## src/verilog/reset_cause_pkg.sv

```systemverilog
// Purpose: shared constants for the reset cause and time-out unit
// Assumes: 250 MHz pclk, APB register access
// Notes: time-outs are counted in pclk cycles or oscillator periods
package reset_cause_pkg;
   localparam logic [11:0] CFG_WORD_ADDR = 12'h007;
   localparam logic [15:0] CFG_SPACE_BASE = 16'h2000;
   localparam logic [15:0] CFG_SPACE_LAST = 16'h3FFF;
   localparam logic [15:0] CFG_WORD_LOC = 16'h2007;
   localparam logic [7:0] OFF_POWER_STATUS = 8'h00;
   localparam logic [7:0] OFF_FLAGS = 8'h04;
   localparam logic [7:0] OFF_CAUSE = 8'h08;
   localparam logic [7:0] OFF_PC = 8'h0C;
   localparam logic [7:0] OFF_DIR = 8'h10;
   localparam logic [7:0] OFF_TIMER = 8'h14;
   localparam logic [7:0] OFF_CONVERTER = 8'h18;
   localparam logic [7:0] OFF_IRQ = 8'h1C;
   localparam logic [7:0] OFF_CONFIG = 8'h20;
   localparam int BROWNOUT_BIT = 0;
   localparam int POWERON_BIT = 1;
   localparam logic [12:0] PC_RESET = 13'h0000;
   localparam logic [12:0] PC_VECTOR = 13'h0004;
   localparam logic [5:0] DIR_A_RESET = 6'h3F;
   localparam logic [7:0] DIR_B_RESET = 8'hFF;
   localparam logic [7:0] OPTION_RESET = 8'hFF;
   localparam logic [7:0] PERIOD_RESET = 8'hFF;
   localparam logic [7:0] TIMER2_COUNT_RESET = 8'h00;
   localparam logic [7:0] TIMER2_CTRL_RESET = 8'h00;
   localparam logic [7:0] TIMER2_CTRL_MASK = 8'h7F;
   localparam logic [7:0] CONVERTER_RESET = 8'h00;
   localparam logic [7:0] CONVERTER_MASK = 8'hFD;
   localparam int POWERUP_TIME_MS = 72;
   localparam int CLK_MHZ = 250;
   localparam int POWERUP_CYCLES = POWERUP_TIME_MS * 1000 * CLK_MHZ;
   localparam int OSC_STARTUP_PERIODS = 1024;
   localparam int FILTER_CYCLES = 4;
   typedef enum logic [2:0] {
      CAUSE_NONE = 3'b000,
      CAUSE_POWERON = 3'b001,
      CAUSE_PIN_RUN = 3'b010,
      CAUSE_PIN_SLEEP = 3'b011,
      CAUSE_WDOG_RESET = 3'b100,
      CAUSE_WDOG_WAKE = 3'b101,
      CAUSE_BROWNOUT = 3'b110,
      CAUSE_IRQ_WAKE = 3'b111
   } cause_t;
   typedef enum logic [1:0] {
      ST_RUN = 2'b00,
      ST_POWERUP = 2'b01,
      ST_OSC = 2'b10
   } seq_state_t;
endpackage

```

## src/verilog/reset_cause_unit.sv

```systemverilog
// Purpose: reset cause tracking, time-outs and reset values of a small controller
// Assumes: presetn is the power-on reset; APB slave always ready, no wait states
// Notes: the registers below stand in for the core's own reset-sensitive registers
// Behaviour
// - config word sits at location 2007h
// - config space only in programming mode
// - seven reset and wake events told apart
// - some registers untouched by any reset
// - resets load defaults, watchdog wake does not
// - reset pin filter rejects short pulses
// - watchdog reset never drives the pin
// - brown-out flag one at power-on if enabled
// - hardware only clears brown-out flag
// - power-on flag cleared only at power-on
// - time-out length per oscillator mode
// - power-on and brown-out flag settings
// - time-out/power-down flags per wake or reset
// - power-on always sets both status flags
// - resets load 000h, wakes continue next
// - interrupt wake with enable takes vector
// - resets set all direction bits to inputs
// - wakes keep irq registers except waking flag
// - option, period, timer2, converter reset values
// - start-up timer waits oscillator, power-up timer
// - sleep clears power-down, watchdog clears time-out
`timescale 1ns/1ns
`default_nettype none
module reset_cause_unit
   import reset_cause_pkg::*;
#(
   parameter int POWERUP_COUNT = POWERUP_CYCLES,
   parameter int OSC_COUNT = OSC_STARTUP_PERIODS,
   parameter logic [13:0] CONFIG_DEFAULT = 14'h3FFF
) (
   input wire logic pclk,
   input wire logic presetn,
   input wire logic [31:0] paddr,
   input wire logic psel,
   input wire logic penable,
   input wire logic pwrite,
   input wire logic [31:0] pwdata,
   output logic [31:0] prdata,
   output logic pready,
   output logic pslverr,
   input wire logic external_reset_pin_n,
   input wire logic brownout_detect,
   input wire logic watchdog_timeout,
   input wire logic irq_wake,
   input wire logic sleep_exec,
   input wire logic [12:0] sleep_pc,
   input wire logic global_irq_enable,
   input wire logic [7:0] wake_flags,
   input wire logic osc_tick,
   input wire logic programming_mode,
   output logic external_reset_pin_out,
   output logic external_reset_pin_oe,
   output logic core_reset_n,
   output logic fetch_enable,
   output logic [12:0] program_counter,
   output logic [5:0] port_a_direction,
   output logic [7:0] port_b_direction,
   output logic [7:0] option_register,
   output logic [7:0] timer_period_register,
   output logic [7:0] timer2_count,
   output logic [7:0] timer2_control_register,
   output logic [7:0] converter_control_register,
   output logic [7:0] interrupt_control_register,
   output logic [7:0] peripheral_irq_flags,
   output logic [7:0] scratch
);
   localparam int CW = 25;
   logic pin_n;
   logic [1:0] power_status;
   logic timeout_flag;
   logic powerdown_flag;
   logic sleeping;
   cause_t last_cause;
   seq_state_t state;
   logic [13:0] config_word;
   logic pup_done;
   logic osc_done;
   logic load_pup;
   logic load_osc;
   logic first_load;

   pin_glitch_filter u_filter (
      .pclk(pclk),
      .presetn(presetn),
      .pin_n(external_reset_pin_n),
      .filtered_n(pin_n)
   );
   timeout_counter #(.WIDTH(CW)) u_pup (
      .pclk(pclk),
      .presetn(presetn),
      .load(load_pup),
      .count(CW'(POWERUP_COUNT)),
      .tick(1'b1),
      .done(pup_done)
   );
   timeout_counter #(.WIDTH(CW)) u_osc (
      .pclk(pclk),
      .presetn(presetn),
      .load(load_osc),
      .count(CW'(OSC_COUNT)),
      .tick(osc_tick),
      .done(osc_done)
   );

   // configuration fields: bits read zero when programmed
   wire rc_mode = (config_word[1:0] == 2'b11);
   wire powerup_timer_enable_n = config_word[3];
   wire brownout_enable_fuse = config_word[6];

   // event detection
   wire pin_event = !pin_n && state == ST_RUN;
   wire bo_event = brownout_detect && brownout_enable_fuse && state == ST_RUN;
   wire wd_event = watchdog_timeout && state == ST_RUN && !pin_event && !bo_event;
   wire wake_irq = irq_wake && sleeping && !pin_event && !bo_event && !wd_event;
   wire any_reset = pin_event || bo_event || (wd_event && !sleeping);
   wire wd_wake = wd_event && sleeping;
   wire wake_any = wd_wake || wake_irq;

   // time-out selection per oscillator mode
   wire need_pup = bo_event || !powerup_timer_enable_n || rc_mode;
   wire need_osc = !rc_mode;
   // power-on loads the power-up count too, so the counter never starts from zero
   assign load_pup = (any_reset && need_pup) || first_load;
   assign load_osc = (any_reset && !need_pup && need_osc) || (wake_any && need_osc) ||
                     (state == ST_POWERUP && pup_done && need_osc);

   seq_state_t next_state;
   always_comb begin
      next_state = state;
      case (state)
         ST_RUN: begin
            if (any_reset && need_pup) next_state = ST_POWERUP;
            else if ((any_reset || wake_any) && need_osc) next_state = ST_OSC;
         end
         ST_POWERUP: begin
            if (pup_done) next_state = need_osc ? ST_OSC : ST_RUN;
         end
         ST_OSC: begin
            if (osc_done) next_state = ST_RUN;
         end
         default: next_state = ST_RUN;
      endcase
   end

   // power-on starts with the full power-up sequence
   always_ff @(posedge pclk or negedge presetn) begin
      if (!presetn) begin
         state <= ST_POWERUP;
      end else begin
         state <= next_state;
      end
   end
   always_ff @(posedge pclk or negedge presetn) begin
      if (!presetn) first_load <= 1'b1;
      else first_load <= 1'b0;
   end

   // core held in reset until the selected time-out is over
   assign core_reset_n = (state == ST_RUN) && !first_load;
   assign fetch_enable = core_reset_n && !sleeping;
   // watchdog resets act internally; pin is never driven
   assign external_reset_pin_out = 1'b1;
   assign external_reset_pin_oe = 1'b1;

   // apb decode
   wire [7:0] word_addr = paddr[7:0];
   wire hit_status = word_addr == OFF_POWER_STATUS;
   wire hit_config = word_addr == OFF_CONFIG;
   wire hit_timer = word_addr == OFF_TIMER;
   wire hit_conv = word_addr == OFF_CONVERTER;
   wire hit_irq = word_addr == OFF_IRQ;
   wire hit_dir = word_addr == OFF_DIR;
   wire known = hit_status || hit_config || hit_timer || hit_conv || hit_irq || hit_dir ||
                word_addr == OFF_FLAGS || word_addr == OFF_CAUSE || word_addr == OFF_PC;
   // config word only reachable in programming mode
   wire cfg_ok = programming_mode;
   wire bad = !known || (hit_config && !cfg_ok) || paddr[31:8] != 24'h000000;
   assign pready = 1'b1;
   assign pslverr = psel && penable && bad;
   // a refused access writes nothing
   wire wr_en = psel && penable && pwrite && !bad;

   logic [31:0] next_prdata;
   always_comb begin
      next_prdata = 32'h00000000;
      case (word_addr)
         OFF_POWER_STATUS: next_prdata = {30'h0, power_status};
         OFF_FLAGS: next_prdata = {29'h0, sleeping, timeout_flag, powerdown_flag};
         OFF_CAUSE: next_prdata = {29'h0, last_cause};
         OFF_PC: next_prdata = {19'h0, program_counter};
         OFF_DIR: next_prdata = {8'h0, scratch, 2'h0, port_a_direction, port_b_direction};
         OFF_TIMER: next_prdata = {timer_period_register, timer2_control_register,
                                   timer2_count, option_register};
         OFF_CONVERTER: next_prdata = {24'h0, converter_control_register};
         OFF_IRQ: next_prdata = {16'h0, interrupt_control_register, peripheral_irq_flags};
         OFF_CONFIG: next_prdata = cfg_ok ? {18'h0, config_word} : 32'h00000000;
         default: next_prdata = 32'h00000000;
      endcase
   end
   // read data is combinational from registers so the zero-wait answer is correct
   assign prdata = (psel && !bad) ? next_prdata : 32'h00000000;

   // config word at location 2007h; unprogrammed bits read as one
   always_ff @(posedge pclk or negedge presetn) begin
      if (!presetn) config_word <= 14'h3FFF;
      else if (wr_en && hit_config && cfg_ok) config_word <= pwdata[13:0];
   end

   // status flags
   wire sw_status = wr_en && hit_status;
   always_ff @(posedge pclk or negedge presetn) begin
      if (!presetn) begin
         power_status <= 2'b01;
         timeout_flag <= 1'b1;
         powerdown_flag <= 1'b1;
         sleeping <= 1'b0;
         last_cause <= CAUSE_POWERON;
      end else begin
         // hardware clear outranks a simultaneous software write
         if (bo_event) power_status[BROWNOUT_BIT] <= 1'b0;
         else if (sw_status) power_status[BROWNOUT_BIT] <= pwdata[BROWNOUT_BIT];
         if (sw_status) power_status[POWERON_BIT] <= pwdata[POWERON_BIT];
         if (bo_event) begin
            timeout_flag <= 1'b1;
            powerdown_flag <= 1'b1;
            sleeping <= 1'b0;
            last_cause <= CAUSE_BROWNOUT;
         end else if (pin_event) begin
            if (sleeping) begin
               timeout_flag <= 1'b1;
               powerdown_flag <= 1'b0;
            end
            sleeping <= 1'b0;
            last_cause <= sleeping ? CAUSE_PIN_SLEEP : CAUSE_PIN_RUN;
         end else if (wd_event) begin
            timeout_flag <= 1'b0;
            powerdown_flag <= !sleeping;
            sleeping <= 1'b0;
            last_cause <= sleeping ? CAUSE_WDOG_WAKE : CAUSE_WDOG_RESET;
         end else if (wake_irq) begin
            timeout_flag <= 1'b1;
            powerdown_flag <= 1'b0;
            sleeping <= 1'b0;
            last_cause <= CAUSE_IRQ_WAKE;
         end else if (sleep_exec && core_reset_n && !sleeping) begin
            timeout_flag <= 1'b1;
            powerdown_flag <= 1'b0;
            sleeping <= 1'b1;
         end
      end
   end

   // program counter and reset-state registers
   wire [12:0] wake_pc = (wake_irq && global_irq_enable) ? PC_VECTOR : sleep_pc + 13'h0001;
   wire wr_timer = wr_en && hit_timer;
   always_ff @(posedge pclk or negedge presetn) begin
      if (!presetn) begin
         program_counter <= PC_RESET;
         port_a_direction <= DIR_A_RESET;
         port_b_direction <= DIR_B_RESET;
         option_register <= OPTION_RESET;
         timer_period_register <= PERIOD_RESET;
         timer2_count <= TIMER2_COUNT_RESET;
         timer2_control_register <= TIMER2_CTRL_RESET;
         converter_control_register <= CONVERTER_RESET;
         interrupt_control_register <= 8'h00;
         peripheral_irq_flags <= 8'h00;
      end else if (any_reset) begin
         program_counter <= PC_RESET;
         port_a_direction <= DIR_A_RESET;
         port_b_direction <= DIR_B_RESET;
         option_register <= OPTION_RESET;
         timer_period_register <= PERIOD_RESET;
         timer2_count <= TIMER2_COUNT_RESET;
         timer2_control_register <= TIMER2_CTRL_RESET;
         converter_control_register <= CONVERTER_RESET;
         interrupt_control_register <= 8'h00;
         peripheral_irq_flags <= 8'h00;
      end else if (wake_any) begin
         program_counter <= wake_pc;
         peripheral_irq_flags <= peripheral_irq_flags | wake_flags;
         interrupt_control_register <= interrupt_control_register |
                                       (wake_irq ? 8'h01 : 8'h00);
      end else begin
         if (wr_timer) begin
            option_register <= pwdata[7:0];
            timer2_count <= pwdata[15:8];
            timer2_control_register <= pwdata[23:16] & TIMER2_CTRL_MASK;
            timer_period_register <= pwdata[31:24];
         end
         if (wr_en && hit_conv) converter_control_register <= pwdata[7:0] & CONVERTER_MASK;
         if (wr_en && hit_dir) {port_a_direction, port_b_direction} <= pwdata[13:0];
         if (wr_en && hit_irq) {interrupt_control_register, peripheral_irq_flags} <= pwdata[15:0];
      end
   end

   // no reset at all: undefined after power-on, kept across every later reset
   always_ff @(posedge pclk) begin
      if (wr_en && hit_dir) scratch <= pwdata[23:16];
   end

   a_pin_not_driven: assert property (@(posedge pclk) disable iff (!presetn)
      external_reset_pin_oe) else $error("reset pin driven");
   a_bo_clears_flag: assert property (@(posedge pclk) disable iff (!presetn)
      bo_event |=> !power_status[BROWNOUT_BIT]) else $error("brownout flag not cleared");
   a_wd_reset_flags: assert property (@(posedge pclk) disable iff (!presetn)
      (wd_event && !sleeping) |=> !timeout_flag && powerdown_flag) else $error("wd flags");
   a_wd_wake_flags: assert property (@(posedge pclk) disable iff (!presetn)
      wd_wake |=> !timeout_flag && !powerdown_flag) else $error("wake flags");
   a_reset_pc_zero: assert property (@(posedge pclk) disable iff (!presetn)
      any_reset |=> program_counter == PC_RESET) else $error("pc not zero");
   a_vector_on_irq: assert property (@(posedge pclk) disable iff (!presetn)
      (wake_irq && global_irq_enable) |=> program_counter == PC_VECTOR) else $error("vec");
   a_dir_inputs: assert property (@(posedge pclk) disable iff (!presetn)
      any_reset |=> port_b_direction == DIR_B_RESET) else $error("dir not input");
   a_held_in_reset: assert property (@(posedge pclk) disable iff (!presetn)
      any_reset |=> !core_reset_n) else $error("core released early");
   a_wake_keeps_conv: assert property (@(posedge pclk) disable iff (!presetn)
      wake_any |=> $stable(converter_control_register)) else $error("wake changed reg");
   c_brownout: cover property (@(posedge pclk) disable iff (!presetn) bo_event);
   c_wd_wake: cover property (@(posedge pclk) disable iff (!presetn) wd_wake);
   c_irq_wake: cover property (@(posedge pclk) disable iff (!presetn) wake_irq);
   c_pin_sleep: cover property (@(posedge pclk) disable iff (!presetn) pin_event && sleeping);
   c_osc_wait: cover property (@(posedge pclk) disable iff (!presetn) state == ST_OSC);
   // flag checks look one cycle after the event that sets them
   a_bo_sets_flags: assert property (@(posedge pclk) disable iff (!presetn)
      bo_event |=> timeout_flag && powerdown_flag) else $error("bo flags");
   a_pin_run_keeps: assert property (@(posedge pclk) disable iff (!presetn)
      (pin_event && !bo_event && !sleeping) |=> $stable(timeout_flag) && $stable(powerdown_flag))
      else $error("pin run flags");
   a_sleep_clears_pd: assert property (@(posedge pclk) disable iff (!presetn)
      (sleep_exec && core_reset_n && !sleeping && !any_reset) |=> !powerdown_flag && sleeping)
      else $error("sleep flags");
   a_wake_waits_osc: assert property (@(posedge pclk) disable iff (!presetn)
      (wake_any && need_osc) |=> !fetch_enable) else $error("wake no osc wait");
   a_poweron_kept: assert property (@(posedge pclk) disable iff (!presetn)
      !sw_status |=> $stable(power_status[POWERON_BIT])) else $error("por flag moved");
endmodule // reset_cause_unit
`default_nettype wire

```

## src/verilog/pin_glitch_filter.sv

```systemverilog
// Purpose: synchronise the external reset pin and reject short pulses
// Assumes: pin is asynchronous to pclk
// Notes: a level change counts only after it stays stable for the filter span
`timescale 1ns/1ns
`default_nettype none
module pin_glitch_filter
   import reset_cause_pkg::*;
#(
   parameter int SPAN = FILTER_CYCLES
) (
   input wire logic pclk,
   input wire logic presetn,
   input wire logic pin_n,
   output logic filtered_n
);
   localparam int CNT_W = $clog2(SPAN + 1);
   logic [2:0] sync;
   logic [CNT_W-1:0] stable_cnt;
   wire agree = (sync[1] == sync[2]);
   wire differs = agree && (sync[2] != filtered_n);
   always_ff @(posedge pclk or negedge presetn) begin
      if (!presetn) begin
         sync <= 3'h7;
      end else begin
         sync <= {sync[1:0], pin_n};
      end
   end
   // short pulses restart the count and never reach the output
   always_ff @(posedge pclk or negedge presetn) begin
      if (!presetn) begin
         stable_cnt <= '0;
         filtered_n <= 1'b1;
      end else if (!differs) begin
         stable_cnt <= '0;
      end else if (stable_cnt == CNT_W'(SPAN - 1)) begin
         stable_cnt <= '0;
         filtered_n <= sync[2];
      end else begin
         stable_cnt <= stable_cnt + 1'b1;
      end
   end
endmodule // pin_glitch_filter
`default_nettype wire

```

## src/verilog/timeout_counter.sv

```systemverilog
// Purpose: down counter for the power-up and oscillator start-up time-outs
// Assumes: osc_tick pulses once per oscillator period
// Notes: done is a level that stays high until the next load
`timescale 1ns/1ns
`default_nettype none
module timeout_counter #(
   parameter int WIDTH = 25
) (
   input wire logic pclk,
   input wire logic presetn,
   input wire logic load,
   input wire logic [WIDTH-1:0] count,
   input wire logic tick,
   output logic done
);
   logic [WIDTH-1:0] remain;
   always_ff @(posedge pclk or negedge presetn) begin
      if (!presetn) begin
         remain <= '0;
      end else if (load) begin
         remain <= count;
      end else if (tick && remain != '0) begin
         remain <= remain - 1'b1;
      end
   end
   assign done = (remain == '0) && !load;
endmodule // timeout_counter
`default_nettype wire

```

## config.mk

```make
export PLATFORM = sky130hd
export DESIGN_NAME = reset_cause_unit
export DESIGN_NICKNAME = d
export VERILOG_FILES = /design/src/verilog/reset_cause_pkg.sv /design/src/verilog/reset_cause_unit.sv /design/src/verilog/pin_glitch_filter.sv /design/src/verilog/timeout_counter.sv
export SDC_FILE = /design/constraint.sdc
export NUM_CORES = 1
export LEC_CHECK = 0
export BUFFER_PORTS_ARGS = -buffer_cell sky130_fd_sc_hd__buf_2
export CAP_MARGIN = 20
export CORE_MARGIN = 8
export CORE_UTILIZATION = 40
export CTS_BUF_LIST = sky130_fd_sc_hd__clkbuf_2 sky130_fd_sc_hd__clkbuf_4 sky130_fd_sc_hd__clkbuf_8
export CTS_CLUSTER_SIZE = 30
export DETAILED_ROUTE_END_ITERATION = 7
export GPL_ROUTABILITY_DRIVEN = 1
export SLEW_MARGIN = 20
export SYNTH_ARGS = -nofsm -noshare
export SYNTH_HDL_FRONTEND = slang
export SYNTH_SLANG_ARGS = --single-unit
```

## constraint.sdc

```tcl
create_clock -name pclk -period 4.53 [get_ports pclk]
set_clock_uncertainty 0.2 [all_clocks]
set_input_delay 0.6795 -clock pclk [delete_from_list [all_inputs] [get_ports pclk]]
set_output_delay 0.6795 -clock pclk [all_outputs]
set_load 0.02 [all_outputs]
```

[Word level (Yosys, flattened, before mapping)]
Index checks and enable logic that the tools add are counted.
Cells by class
  add/subtract/negate cells: 4
  equality and inequality tests: 19
  mux-type cells: 70
  bitwise operators: 2
  reduce and logical (&&, ||, !) cells: 97
Operators by type and width (number)
  32-bit one-hot mux with 9 select lines: 1
  8-bit 2-to-1 mux: 24
  25-bit 2-to-1 mux: 4
  25-bit zero test: 2
  25-bit nonzero test: 2
  25-bit by 1-bit subtractor with 25-bit output, second input constant: 2
  1-bit logical AND: 41
  13-bit 2-to-1 mux: 3
  8-bit by 5-bit equality test with 1-bit output, second input constant: 4
  32-bit 2-to-1 mux: 1
  24-bit nonzero test: 1
  1-bit 2-to-1 mux: 21
  1-bit logical OR: 19
  3-bit 2-to-1 mux: 6
  6-bit 2-to-1 mux: 3
  8-bit by 4-bit equality test with 1-bit output, second input constant: 2
  1-bit zero test: 14
  14-bit 2-to-1 mux: 1
  2-bit nonzero test: 7
  13-bit by 1-bit adder with 13-bit output, second input constant: 1
  2-bit 2-to-1 mux: 5
  2-bit AND reduction: 5
  8-bit by 3-bit equality test with 1-bit output, second input constant: 1
  8-bit by 6-bit equality test with 1-bit output, second input constant: 1
  other kinds (18): 21
Word-level totals
  bits in registers: 173
  bits of input ports: 98
  output and inout port bits: 129
  word-level logic and storage cells: 217

[Depth between registers and ports, before layout]
Gate-level depths: netlist (run 1).
  word-level depth: 18
  gate-level depth with buffers: 8
  mapped depth without buffers: 7

[Modules after synthesis]
From an unflattened synthesis (run 1), not the netlist that was laid out.
Unflattened totals
  cell total of the unflattened synthesis: 1046
  area total of the unflattened synthesis: 9838.2 um^2
Modules (own cells, without submodules)
  reset_cause_unit: times used 1, cells an instance 639, area an instance 6249.7 um^2
  timeout_counter (u_pup): times used 1, cells an instance 193, area an instance 1661.6 um^2
  timeout_counter (u_osc): times used 1, cells an instance 194, area an instance 1656.6 um^2
  pin_glitch_filter: times used 1, cells an instance 20, area an instance 270.3 um^2

[Worst setup path before layout (run 1)]
Ideal clock, no wire load.
  path type: in2out
  from: in paddr[2]
  to: out prdata[10]
  arrival time: 2463 ps
  data required time: 3651 ps
  slack: 1188 ps
  stages on the path: 7
  buffers on the path: 3
  cells stage by stage: buf_1 buf_1 nand2_1 nor3_1 clkbuf_1 a222oi_1 a21oi_1
On the way
  word-level cells in the longest chain between the ends: 15
RTL lines
  start, declared: line reset_cause_unit.sv:37  | input wire logic [31:0] paddr,
  8-bit by 6-bit equality test with 1-bit output or 8-bit zero test (tied branches): line reset_cause_unit.sv:172, reset_cause_unit.sv:190, reset_cause_unit.sv:171
  1-bit logical OR (6 in a row): line reset_cause_unit.sv:177  | wire known = hit_status || hit_config || hit_timer || hit_conv || hit_irq || hit_dir ||
  1-bit logical OR (2 in a row): line reset_cause_unit.sv:178  | word_addr == OFF_FLAGS || word_addr == OFF_CAUSE || word_addr == OFF_PC;
  1-bit zero test: line reset_cause_unit.sv:181  | wire bad = !known || (hit_config && !cfg_ok) || paddr[31:8] != 24'h000000;
  1-bit logical OR (2 in a row): line reset_cause_unit.sv:181
  1-bit zero test: line reset_cause_unit.sv:205  | assign prdata = (psel && !bad) ? next_prdata : 32'h00000000;
  1-bit logical AND: line reset_cause_unit.sv:205
  32-bit 2-to-1 mux (*): line reset_cause_unit.sv:205
  end, declared: line reset_cause_unit.sv:42  | output logic [31:0] prdata,
Mark *: on every way between the ends. The rest lies on a longest branch, timed or not.

[Worst setup path in the final report (run 1)]
  from: in paddr[1]
  to: out prdata[7]
The elaborated chain is that of the path after synthesis.

==> qor.yml, run 1 <==
run_status:
  outcome: "complete, no violations"
min_path:
  hp-class: "in -> async"
place:
  hpwl_um: 22400
  place_congestion: 0.864
  port_buffers: 221
  dp_cells: 1406
layout:
  final_cells: 1438
  fin_nets: 1242
  drive_gt1_share_pct: 32.4
  syn_to_final_growth_pct: 19.4
  n_antenna_cell: 0
floorplan:
  die_h_um: 167
  start_util_pct: 40.6
  num_io_pins: 227
  rows: 55
  die_area_um2: 28000
  die_width_um: 167
  coreArea_um2: 22600
clock_tree:
  root_buffer: "clkbuf_8"
  post_cts_buffers: 0
  cts_buffers: 17
  cts.sinks: 171
  cts_max_path_buffers: 2
  cts_hold_buf: 0
  cts_tree: "yes"
  htreeDepth: 4
  clock_latency_ps: 460
  path_clk_slew_ps: 100
  postCtsResizedCells: 0
setup_path:
  cp-end-kind: "primary output"
  critPathMaxFanout: 9
  r2r_start: "u_filter.filtered_n"
  crit_arrival_ps: 2930
  cp.required_ps: 3650
  r2r_end: "interrupt_control_register[3]"
  setup.worst_path.class: "in -> out"
  ff2ff_path_depth: 5
  start_kind: "primary input"
  rrSetupSlack_ps: 1350
synthesis:
  synth.avg_cell_area_um2: 9.82
  async_flop_share_pct: 95.3
  synth_top_area_share_pct: 29.8
  syn_area_um2: 9160
  yosysTopAreaCell: "dfrtp_1"
  yosysUniqueCellTypes: 72
  synth_cells: 933
  synthTopCellsByCount: "dfrtp_1 (109), nor2_1 (99), a21oi_1 (56), dfstp_2 (54), nand2_1 (53)"
  yosysSeqAreaShare_pct: 47.9
  yosysMostFrequentCell: "dfrtp_1"
  synth_top_flop_cell: "dfrtp_1"
  synth_edf_count: 8
  synthTopCellsByArea: "dfrtp_1 (30%), dfstp_2 (15%), nor2_1 (4.1%), mux2i_1 (3.5%), a21oi_1 (3.1%)"
  ys.warnings.count: 0
  ys_ff_latch: 171
sta:
  max_slew_margin_pct: 33.9
  fin_setup_tns_ps: 0
  rsz0062_at_grt: "false"
  tightest_slew_ps: 992
  maxSlewViolCount: 0
  fin_crit_ps: 3810
  max_freq_mhz: 262
  final_hold_viol_count: 0
  setup_viol: 0
  fin_crit_sh_pct: 84.1
power:
  vdd_drop_max_v: 0.000224
  total_power_mw: 4.20
  power.density_nw_per_um2: 384
  p_leak_nw: 4.79
detailed_routing:
  first_pass_iters: 7
  wirelength_um: 29600
  vias_per_cell: 5.72
  routedWlPerCell_um: 20.6
  drt_iter0_drc: 746
  drtAntennaViolNets: 0
  post-route-drc-count: 0
  vias: 8223
global_routing:
  grt_overflow: 0
  grt_max_degree: 104
  antenna_found_initial: 3
  first_global_vias: 8153
  grt.total_usage_pct: 21.0
  grt_pass1_wl_um: 47200
flow_run:
  cap_violations: 0
[routing by layer]
layer	GRT usage (%)	wire length (µm)
met4	6.52	593
met5	0	37
met2	35.2	14400
met3	5.34	1960
met1	26.3	12600
[worst max-delay path, cell delays in order]
cell and delay (ps):
buf_2 120, nor4_4 550, nand2_1 290, nor3_1 420, buf_4 260, a222oi_1 120
a21oi_1 260, buf_2 220
[cells in the final DEF (no fill, tap or decap), types with 27 or more instances in the layout]
cell type	count
buf_2	220
o21ai_0	50
a21oi_1	56
a22o_1	28
mux2i_1	32
nor2_1	99
nor4_1	34
dfrtp_1	109
nand2_1	53
nand3_1	27
dfstp_2	54
nor3_1	43
[through the flow]
stage               setup slack (ps)  instance area, µm²  hold slack (ps)  utilization [%]
global placement                 763               10500              146             46.7
global route                     518               10900             74.7             48.4
finish                           719               10900              117             48.4
CTS                              708               10900             78.3             48.4
floorplan                       1190                9170              145                -
detailed placement               715               10500              148             46.7
[cell families (layout without fill, tap and decap cells)]
logic type / count (synthesis) / count (layout) / synth area share [%]
adder cells (fa/ha/maj): 4 / 4 / 0.547
multiplexers: 58 / 58 / 6.94
XOR/XNOR: 29 / 29 / 2.77
buffers and inverters: 68 / 284 / 3.42
AND/OR/NAND/NOR: 383 / 383 / 22.8
flip-flops: 171 / 171 / 47.9
other: 2 / 6 / 0.0820
AO/OA/AOI/OAI: 218 / 218 / 15.5
[worst max-delay path by stage]
| stage | slack, ps | to | depth (start not counted) | startpoint |
|---|---|---|---|---|
| 2_1_floorplan | 1190 | prdata[10] | 7 | paddr[2] |
| 3_3_place_gp | 760 | prdata[7] | 8 | paddr[1] |
| 3_5_place_dp | 710 | prdata[7] | 8 | paddr[1] |
| 5_1_grt | 520 | prdata[7] | 8 | paddr[1] |
| 4_1_cts | 710 | prdata[7] | 8 | paddr[1] |
| 6_report | 720 | prdata[7] | 8 | paddr[1] |
[flip-flops by register name, indices dropped and copies added (netlist names), 6 cells and up]
name	count
port_b_direction	8
timer2_count	8
converter_control_register	7
port_a_direction	6
option_register	8
program_counter	13
timer_period_register	8
timer2_control_register	7
peripheral_irq_flags	8
config_word	14
u_pup.remain	25
scratch	8
interrupt_control_register	8
u_osc.remain	25
[power breakdown]
| group | internal (mW) | switching (mW) | leakage (nW) | total (mW) |
|---|---|---|---|---|
| clock network | 0.466 | 0.623 | 0.193 | 1.09 |
| logic | 0.418 | 0.742 | 2.53 | 1.16 |
| registers | 1.73 | 0.223 | 2.07 | 1.95 |
[cell type report]
cell class	count	area (µm²)
Inverter	14	52.6
Multi-Input combinational cell	698	4490
Timing Repair Buffer	238	1250
Fill cell	2187	11600
Sequential cell	171	4390
Clock buffer	18	241
Clock inverter	14	155
Tap cell	285	357
Power figures use the tool's default switching activity.
==> inputs of run 2 (changes only) <==
==> constraint.sdc (replaced) <==
create_clock -name pclk -period 3.9 [get_ports pclk]
set_clock_uncertainty 0.2 [all_clocks]
set_input_delay 0.585 -clock pclk [delete_from_list [all_inputs] [get_ports pclk]]
set_output_delay 0.585 -clock pclk [all_outputs]
set_load 0.02 [all_outputs]
==> qor.yml, run 2 (synthesis gave the netlist of run 1 again) <==
setup_path:
  start_kind: "primary input"
  setup.worst_path.class: "in -> out"
  path_cells: "buf_2 > buf_4 > nor2b_1 > buf_4 > a22oi_1 > nor3_1 > a21oi_1 > a21oi_1 > buf_2"
  critPathBufInv: 4  # +1
  cp.depth: 9  # +1
  cp-end-kind: "primary output"
  ff2ff_path_depth: 6  # +1
  crit_arrival_ps: 2630  # -300 ps
  crit_slowest_cell: "nor2b_1"
  critPathMaxStageDelay_ps: 540  # about the same
  cp.required_ps: 3120  # -530 ps
  critPathMaxFanout: 21  # +12
  critPathTopFamily: "buffers and inverters"
global_routing:
  first_global_vias: 8243  # +1.1%
  grt_overflow: 0  # unchanged
  grt.total_usage_pct: 21.0  # about the same
  antenna_found_initial: 5  # +2
  grt_max_degree: 74  # -29%
  grt_pass1_wl_um: 47300  # +0.24%
layout:
  drive_gt1_share_pct: 33.1  # +0.64 points
  n_antenna_cell: 0  # unchanged
  fin_nets: 1256  # +1.1%
  layout_common_cells: "buf_2 (220), dfrtp_1 (109), nor2_1 (99)"
  syn_to_final_growth_pct: 20.5
  reg_top3: "u_osc.remain (25), u_pup.remain (25), config_word (14)"
  layout_commonest_cell: "buf_2"
power:
  power.density_nw_per_um2: 441  # +15%
  p_leak_nw: 4.87  # +1.5%
  vdd_drop_max_v: 0.000227  # +1.6%
clock_tree:
  cts_tree: "yes"
  path_clk_slew_ps: 110  # about the same
  cts_max_path_buffers: 2  # unchanged
  cts.sinks: 171  # unchanged
  clock_latency_ps: 460  # about the same
  htreeDepth: 4  # unchanged
  root_buffer: "clkbuf_8"
  cts_buffers: 17  # unchanged
  post_cts_buffers: 0  # unchanged
detailed_routing:
  post-route-drc-count: 0  # unchanged
  vias: 8206  # -0.21%
  routedWlPerCell_um: 20.4  # -0.71%
  vias_per_cell: 5.65  # -1.2%
  first_pass_iters: 7  # unchanged
  wirelength_um: 29600  # +0.26%
  drt_iter0_drc: 589  # -21%
  drtAntennaViolNets: 0  # unchanged
floorplan:
  start_util_pct: 40.6  # unchanged
  num_io_pins: 227  # unchanged
  coreArea_um2: 22600  # unchanged
  rows: 55  # unchanged
  die_area_um2: 28000  # unchanged
  die_width_um: 167  # unchanged
  die_h_um: 167  # unchanged
place:
  hpwl_um: 22600  # +0.79%
  place_congestion: 0.872  # +0.94%
  port_buffers: 221  # unchanged
sta:
  tightest_slew_ps: 828  # -165 ps
  rsz0062_at_grt: "false"
  max_freq_mhz: 293
  setup_viol: 0  # unchanged
  max_slew_margin_pct: 44.8  # +11 points
  fin_crit_sh_pct: 87.5
  fin_setup_tns_ps: 0  # unchanged
  maxSlewViolCount: 0  # unchanged
  final_hold_viol_count: 0  # unchanged
  fin_crit_ps: 3410
  hold_ws_ps: 82.5  # -34.7 ps
min_path:
  hp-class: "in -> reg"
  holdPathStages: 1
flow_run:
  cap_violations: 0  # unchanged
run_status:
  outcome: "complete, no violations"
## run 2: cell types whose count changed in the layout (fill, tap and decap cells not counted), sizes merged
cell,change
dlygate4sd3,+2
clkinv,+1
bufinv,-1
inv,+2
clkbuf,-1
buf,+12
clkinvlp,-1
## run 2: final timing paths
| kind | from | to | slack, ps |
|---|---|---|---|
| max | paddr[2] | prdata[2] | 490 |
| min | pwdata[23] | scratch[7] | 80 |
| max reg2reg | u_filter.filtered_n | interrupt_control_register[2] | 890 |
| min reg2reg | u_filter.sync[0] | u_filter.sync[1] | 180 |
| max in group asynchronous | presetn | config_word[5] | 2160 |
| min in group asynchronous | presetn | timer2_count[6] | 500 |
## run 2: per-layer routing
layer,wire length (µm),global-route usage (%),up-vias
met5,69,0,-
met4,932,7.69,10
met3,2130,6.72,68
met2,14200,34.6,287
met1,12300,25.5,3938
li1,-,-,3903
## run 2: cell type report
| cell class | instances | area, µm² |
|---|---|---|
| inverters | 14 | 52.6 |
| fillers | 2192 | 11500 |
| clock inverters | 15 | 150 |
| well taps | 285 | 357 |
| repair buffers | 252 | 1360 |
| clock buffers | 17 | 234 |
| flip-flops and latches | 171 | 4390 |
| multi-input cells | 698 | 4490 |
## run 2: metrics by stage
step	util [%]	cell area, µm²	setup slack (ps)	cells	power [mW]
2_1_floorplan	-	9170	747	937	3.14
6_report	48.9	11000	489	1452	4.87
3_3_place_gp	47.1	10600	510	1418	3.66
5_1_grt	48.9	11000	335	1452	5.17
3_5_place_dp	47.1	10600	450	1418	3.67
4_1_cts	48.9	11000	439	1452	4.93
## run 2: repair_timing
action                                 4_1_cts  5_1_grt
hold buffers                                 2        0
gates resized for setup                      0        0
endpoints found under the hold margin       36        0
## run 2: report_power, final
group | total, mW | switching [mW] | leakage [nW] | internal, mW
clock | 1.24 | 0.755 | 0.193 | 0.481
sequential | 2.26 | 0.250 | 2.07 | 2.01
combinational | 1.38 | 0.881 | 2.60 | 0.496
## run 2: worst reg2reg max path, cell delays in order, from the launching register on
cell,delay [ps]
dfstp_2,700
a21bo_2,270
o21ai_0,460
and2_1,510
buf_4,300
a21o_1,330
a22o_1,190
==> inputs of run 3 (changes only) <==
--- a/config.mk
+++ b/config.mk
@@ -7,7 +7,7 @@
 export LEC_CHECK = 0
 export BUFFER_PORTS_ARGS = -buffer_cell sky130_fd_sc_hd__buf_2
 export CAP_MARGIN = 20
-export CORE_MARGIN = 8
+export CORE_MARGIN = 5
 export CORE_UTILIZATION = 40
 export CTS_BUF_LIST = sky130_fd_sc_hd__clkbuf_2 sky130_fd_sc_hd__clkbuf_4 sky130_fd_sc_hd__clkbuf_8
 export CTS_CLUSTER_SIZE = 30
==> qor.yml, run 3 (synthesis gave the netlist of run 1 again) <==
run_status:
  outcome: "complete, no violations"
floorplan:
  die_width_um: 161  # -3.6%
  rows: 55  # unchanged
  coreArea_um2: 22600  # unchanged
  die_area_um2: 26000  # -7.0%
  die_h_um: 161  # -3.6%
  num_io_pins: 227  # unchanged
  start_util_pct: 40.6  # unchanged
sta:
  fin_crit_sh_pct: 91.4  # +4.0 points
  setup_ws_ps: 334  # -155 ps
  maxSlewViolCount: 0  # unchanged
  setup_viol: 0  # unchanged
  fin_setup_tns_ps: 0  # unchanged
  max_slew_margin_pct: 48.2  # +3.4 points
  hold_ws_ps: 98.4  # +15.9 ps
  fin_crit_ps: 3570  # +155 ps
  rsz0062_at_grt: "false"
  max_freq_mhz: 280  # -4.4%
  tightest_slew_ps: 769  # -58.3 ps
  final_hold_viol_count: 0  # unchanged
detailed_routing:
  vias: 8299  # +1.1%
  first_pass_iters: 8  # +1
  drt_iter0_drc: 652  # +11%
  post-route-drc-count: 0  # unchanged
  vias_per_cell: 5.72  # +1.2%
  wirelength_um: 28900  # -2.6%
  routedWlPerCell_um: 19.9  # -2.5%
  drtAntennaViolNets: 0  # unchanged
setup_path:
  start_kind: "primary input"
  cp.required_ps: 3120  # about the same
  crit_arrival_ps: 2780  # +150 ps
  critPathMaxFanout: 8  # -62%
  critPathMaxStageDelay_ps: 560  # +20 ps
  crit_top_cell: "buf_2"
  setup.worst_path.class: "in -> out"
  critPathBufInv: 2  # -2
  critPathTopFamily: "simple AND/OR/NAND/NOR gates"
  crit_slowest_cell: "nor4_1"
  path_cells: "buf_2 > nor4_1 > and4_1 > nand4_1 > nor2_1 > and3_1 > buf_2"
  cp-end-kind: "primary output"
clock_tree:
  clock_latency_ps: 460  # about the same
  root_buffer: "clkbuf_8"
  post_cts_buffers: 0  # unchanged
  htreeDepth: 4  # unchanged
  cts_tree: "yes"
  cts_buffers: 17  # unchanged
  path_clk_slew_ps: 100  # about the same
  cts.sinks: 171  # unchanged
  postCtsResizedCells: 0  # unchanged
  cts_max_path_buffers: 2  # unchanged
power:
  p_int_mw: 3.23  # +8.4%
  switching_share_pct: 35.9  # -2.9 points
  clockPowerShare_pct: 28.1  # +2.7 points
  power.switching_mw: 1.81  # -4.1%
  power.density_nw_per_um2: 455  # +3.0%
  pwr-share-seq_pct: 44.6  # -1.7 points
  p_leak_nw: 4.89  # +0.55%
  vdd_drop_max_v: 0.000322  # +41%
  p_comb_share_pct: 27.3  # -1.0 points
layout:
  n_antenna_cell: 0  # unchanged
  design_area_um2: 11100  # +0.50%
  drive_gt1_share_pct: 33.0  # -0.057 points
  fin_nets: 1255  # -0.080%
  layout_commonest_cell: "buf_2"
  reg_top3: "u_osc.remain (25), u_pup.remain (25), config_word (14)"
  layout_common_cells: "buf_2 (220), dfrtp_1 (109), nor2_1 (99)"
  final_cells: 1451  # -0.069%
  syn_to_final_growth_pct: 21.1
place:
  dp_cells: 1417  # -0.071%
  hpwl_um: 21800  # -3.6%
  pre_cts_ws_ps: 329  # -122 ps
  dpl_cell_area_um2: 10600  # about the same
  place_congestion: 0.881  # +1.0%
  port_buffers: 221  # unchanged
min_path:
  hp-class: "in -> reg"
global_routing:
  grt_max_degree: 72  # -2.7%
  grt.total_usage_pct: 21.8  # +0.80 points
  first_global_vias: 8156  # -1.1%
  grt_pass1_wl_um: 45500  # -3.8%
  grt_overflow: 0  # unchanged
  antenna_found_initial: 3  # -2
flow_run:
  cap_violations: 0  # unchanged
run 3: power groups by stage:
stage	registers (mW)	clock network (mW)	logic, mW
2_1_floorplan	2.33	0	0.817
6_report	2.25	1.42	1.37
5_1_grt	2.29	1.53	1.52
3_5_place_dp	2.28	0	1.38
3_3_place_gp	2.27	0	1.36
4_1_cts	2.25	1.45	1.38
run 3: layout make-up:
cell class,count,area [µm²]
Clock buffer,18,241
Clock inverter,14,205
Fill cell,2185,11500
Inverter,14,52.6
Multi-Input combinational cell,698,4490
Sequential cell,171,4390
Tap cell,285,357
Timing Repair Buffer,251,1360
run 3: final timing paths:
| check | startpoint | to | slack (ps) | cells past startpoint |
|---|---|---|---|---|
| max in group asynchronous | presetn | config_word[4] | 2040 | 3 |
| min in group asynchronous | presetn | timer2_count[6] | 480 | 2 |
| min reg2reg | u_filter.sync[1] | u_filter.sync[2] | 190 | 0 |
| min | pwdata[23] | scratch[7] | 100 | 1 |
| max reg2reg | u_pup.remain[6] | u_osc.remain[10] | 1000 | 6 |
| max | paddr[27] | prdata[29] | 330 | 7 |
run 3: stage by stage:
step | power [mW] | util, %
3_5_place_dp | 3.66 | 47.0
3_3_place_gp | 3.64 | 47.0
4_1_cts | 5.08 | 49.1
6_report | 5.04 | 49.1
5_1_grt | 5.33 | 49.1
2_1_floorplan | 3.14 | -
run 3: per-layer routing:
metal / GRT usage [%] / share of wire (%) / wire (µm) / up-vias
li1: - / - / - / 3904
met1: 27.6 / 43 / 12300 / 4053
met2: 37.6 / 49 / 14100 / 282
met3: 4.24 / 5.6 / 1600 / 54
met4: 7.60 / 2.8 / 807 / 6
met5: 0 / 0.14 / 41 / -
run 3: timing repair:
action,4_1_cts,5_1_grt
hold endpoints to repair,42,0
hold buffers,2,0
setup endpoints to repair,0,0
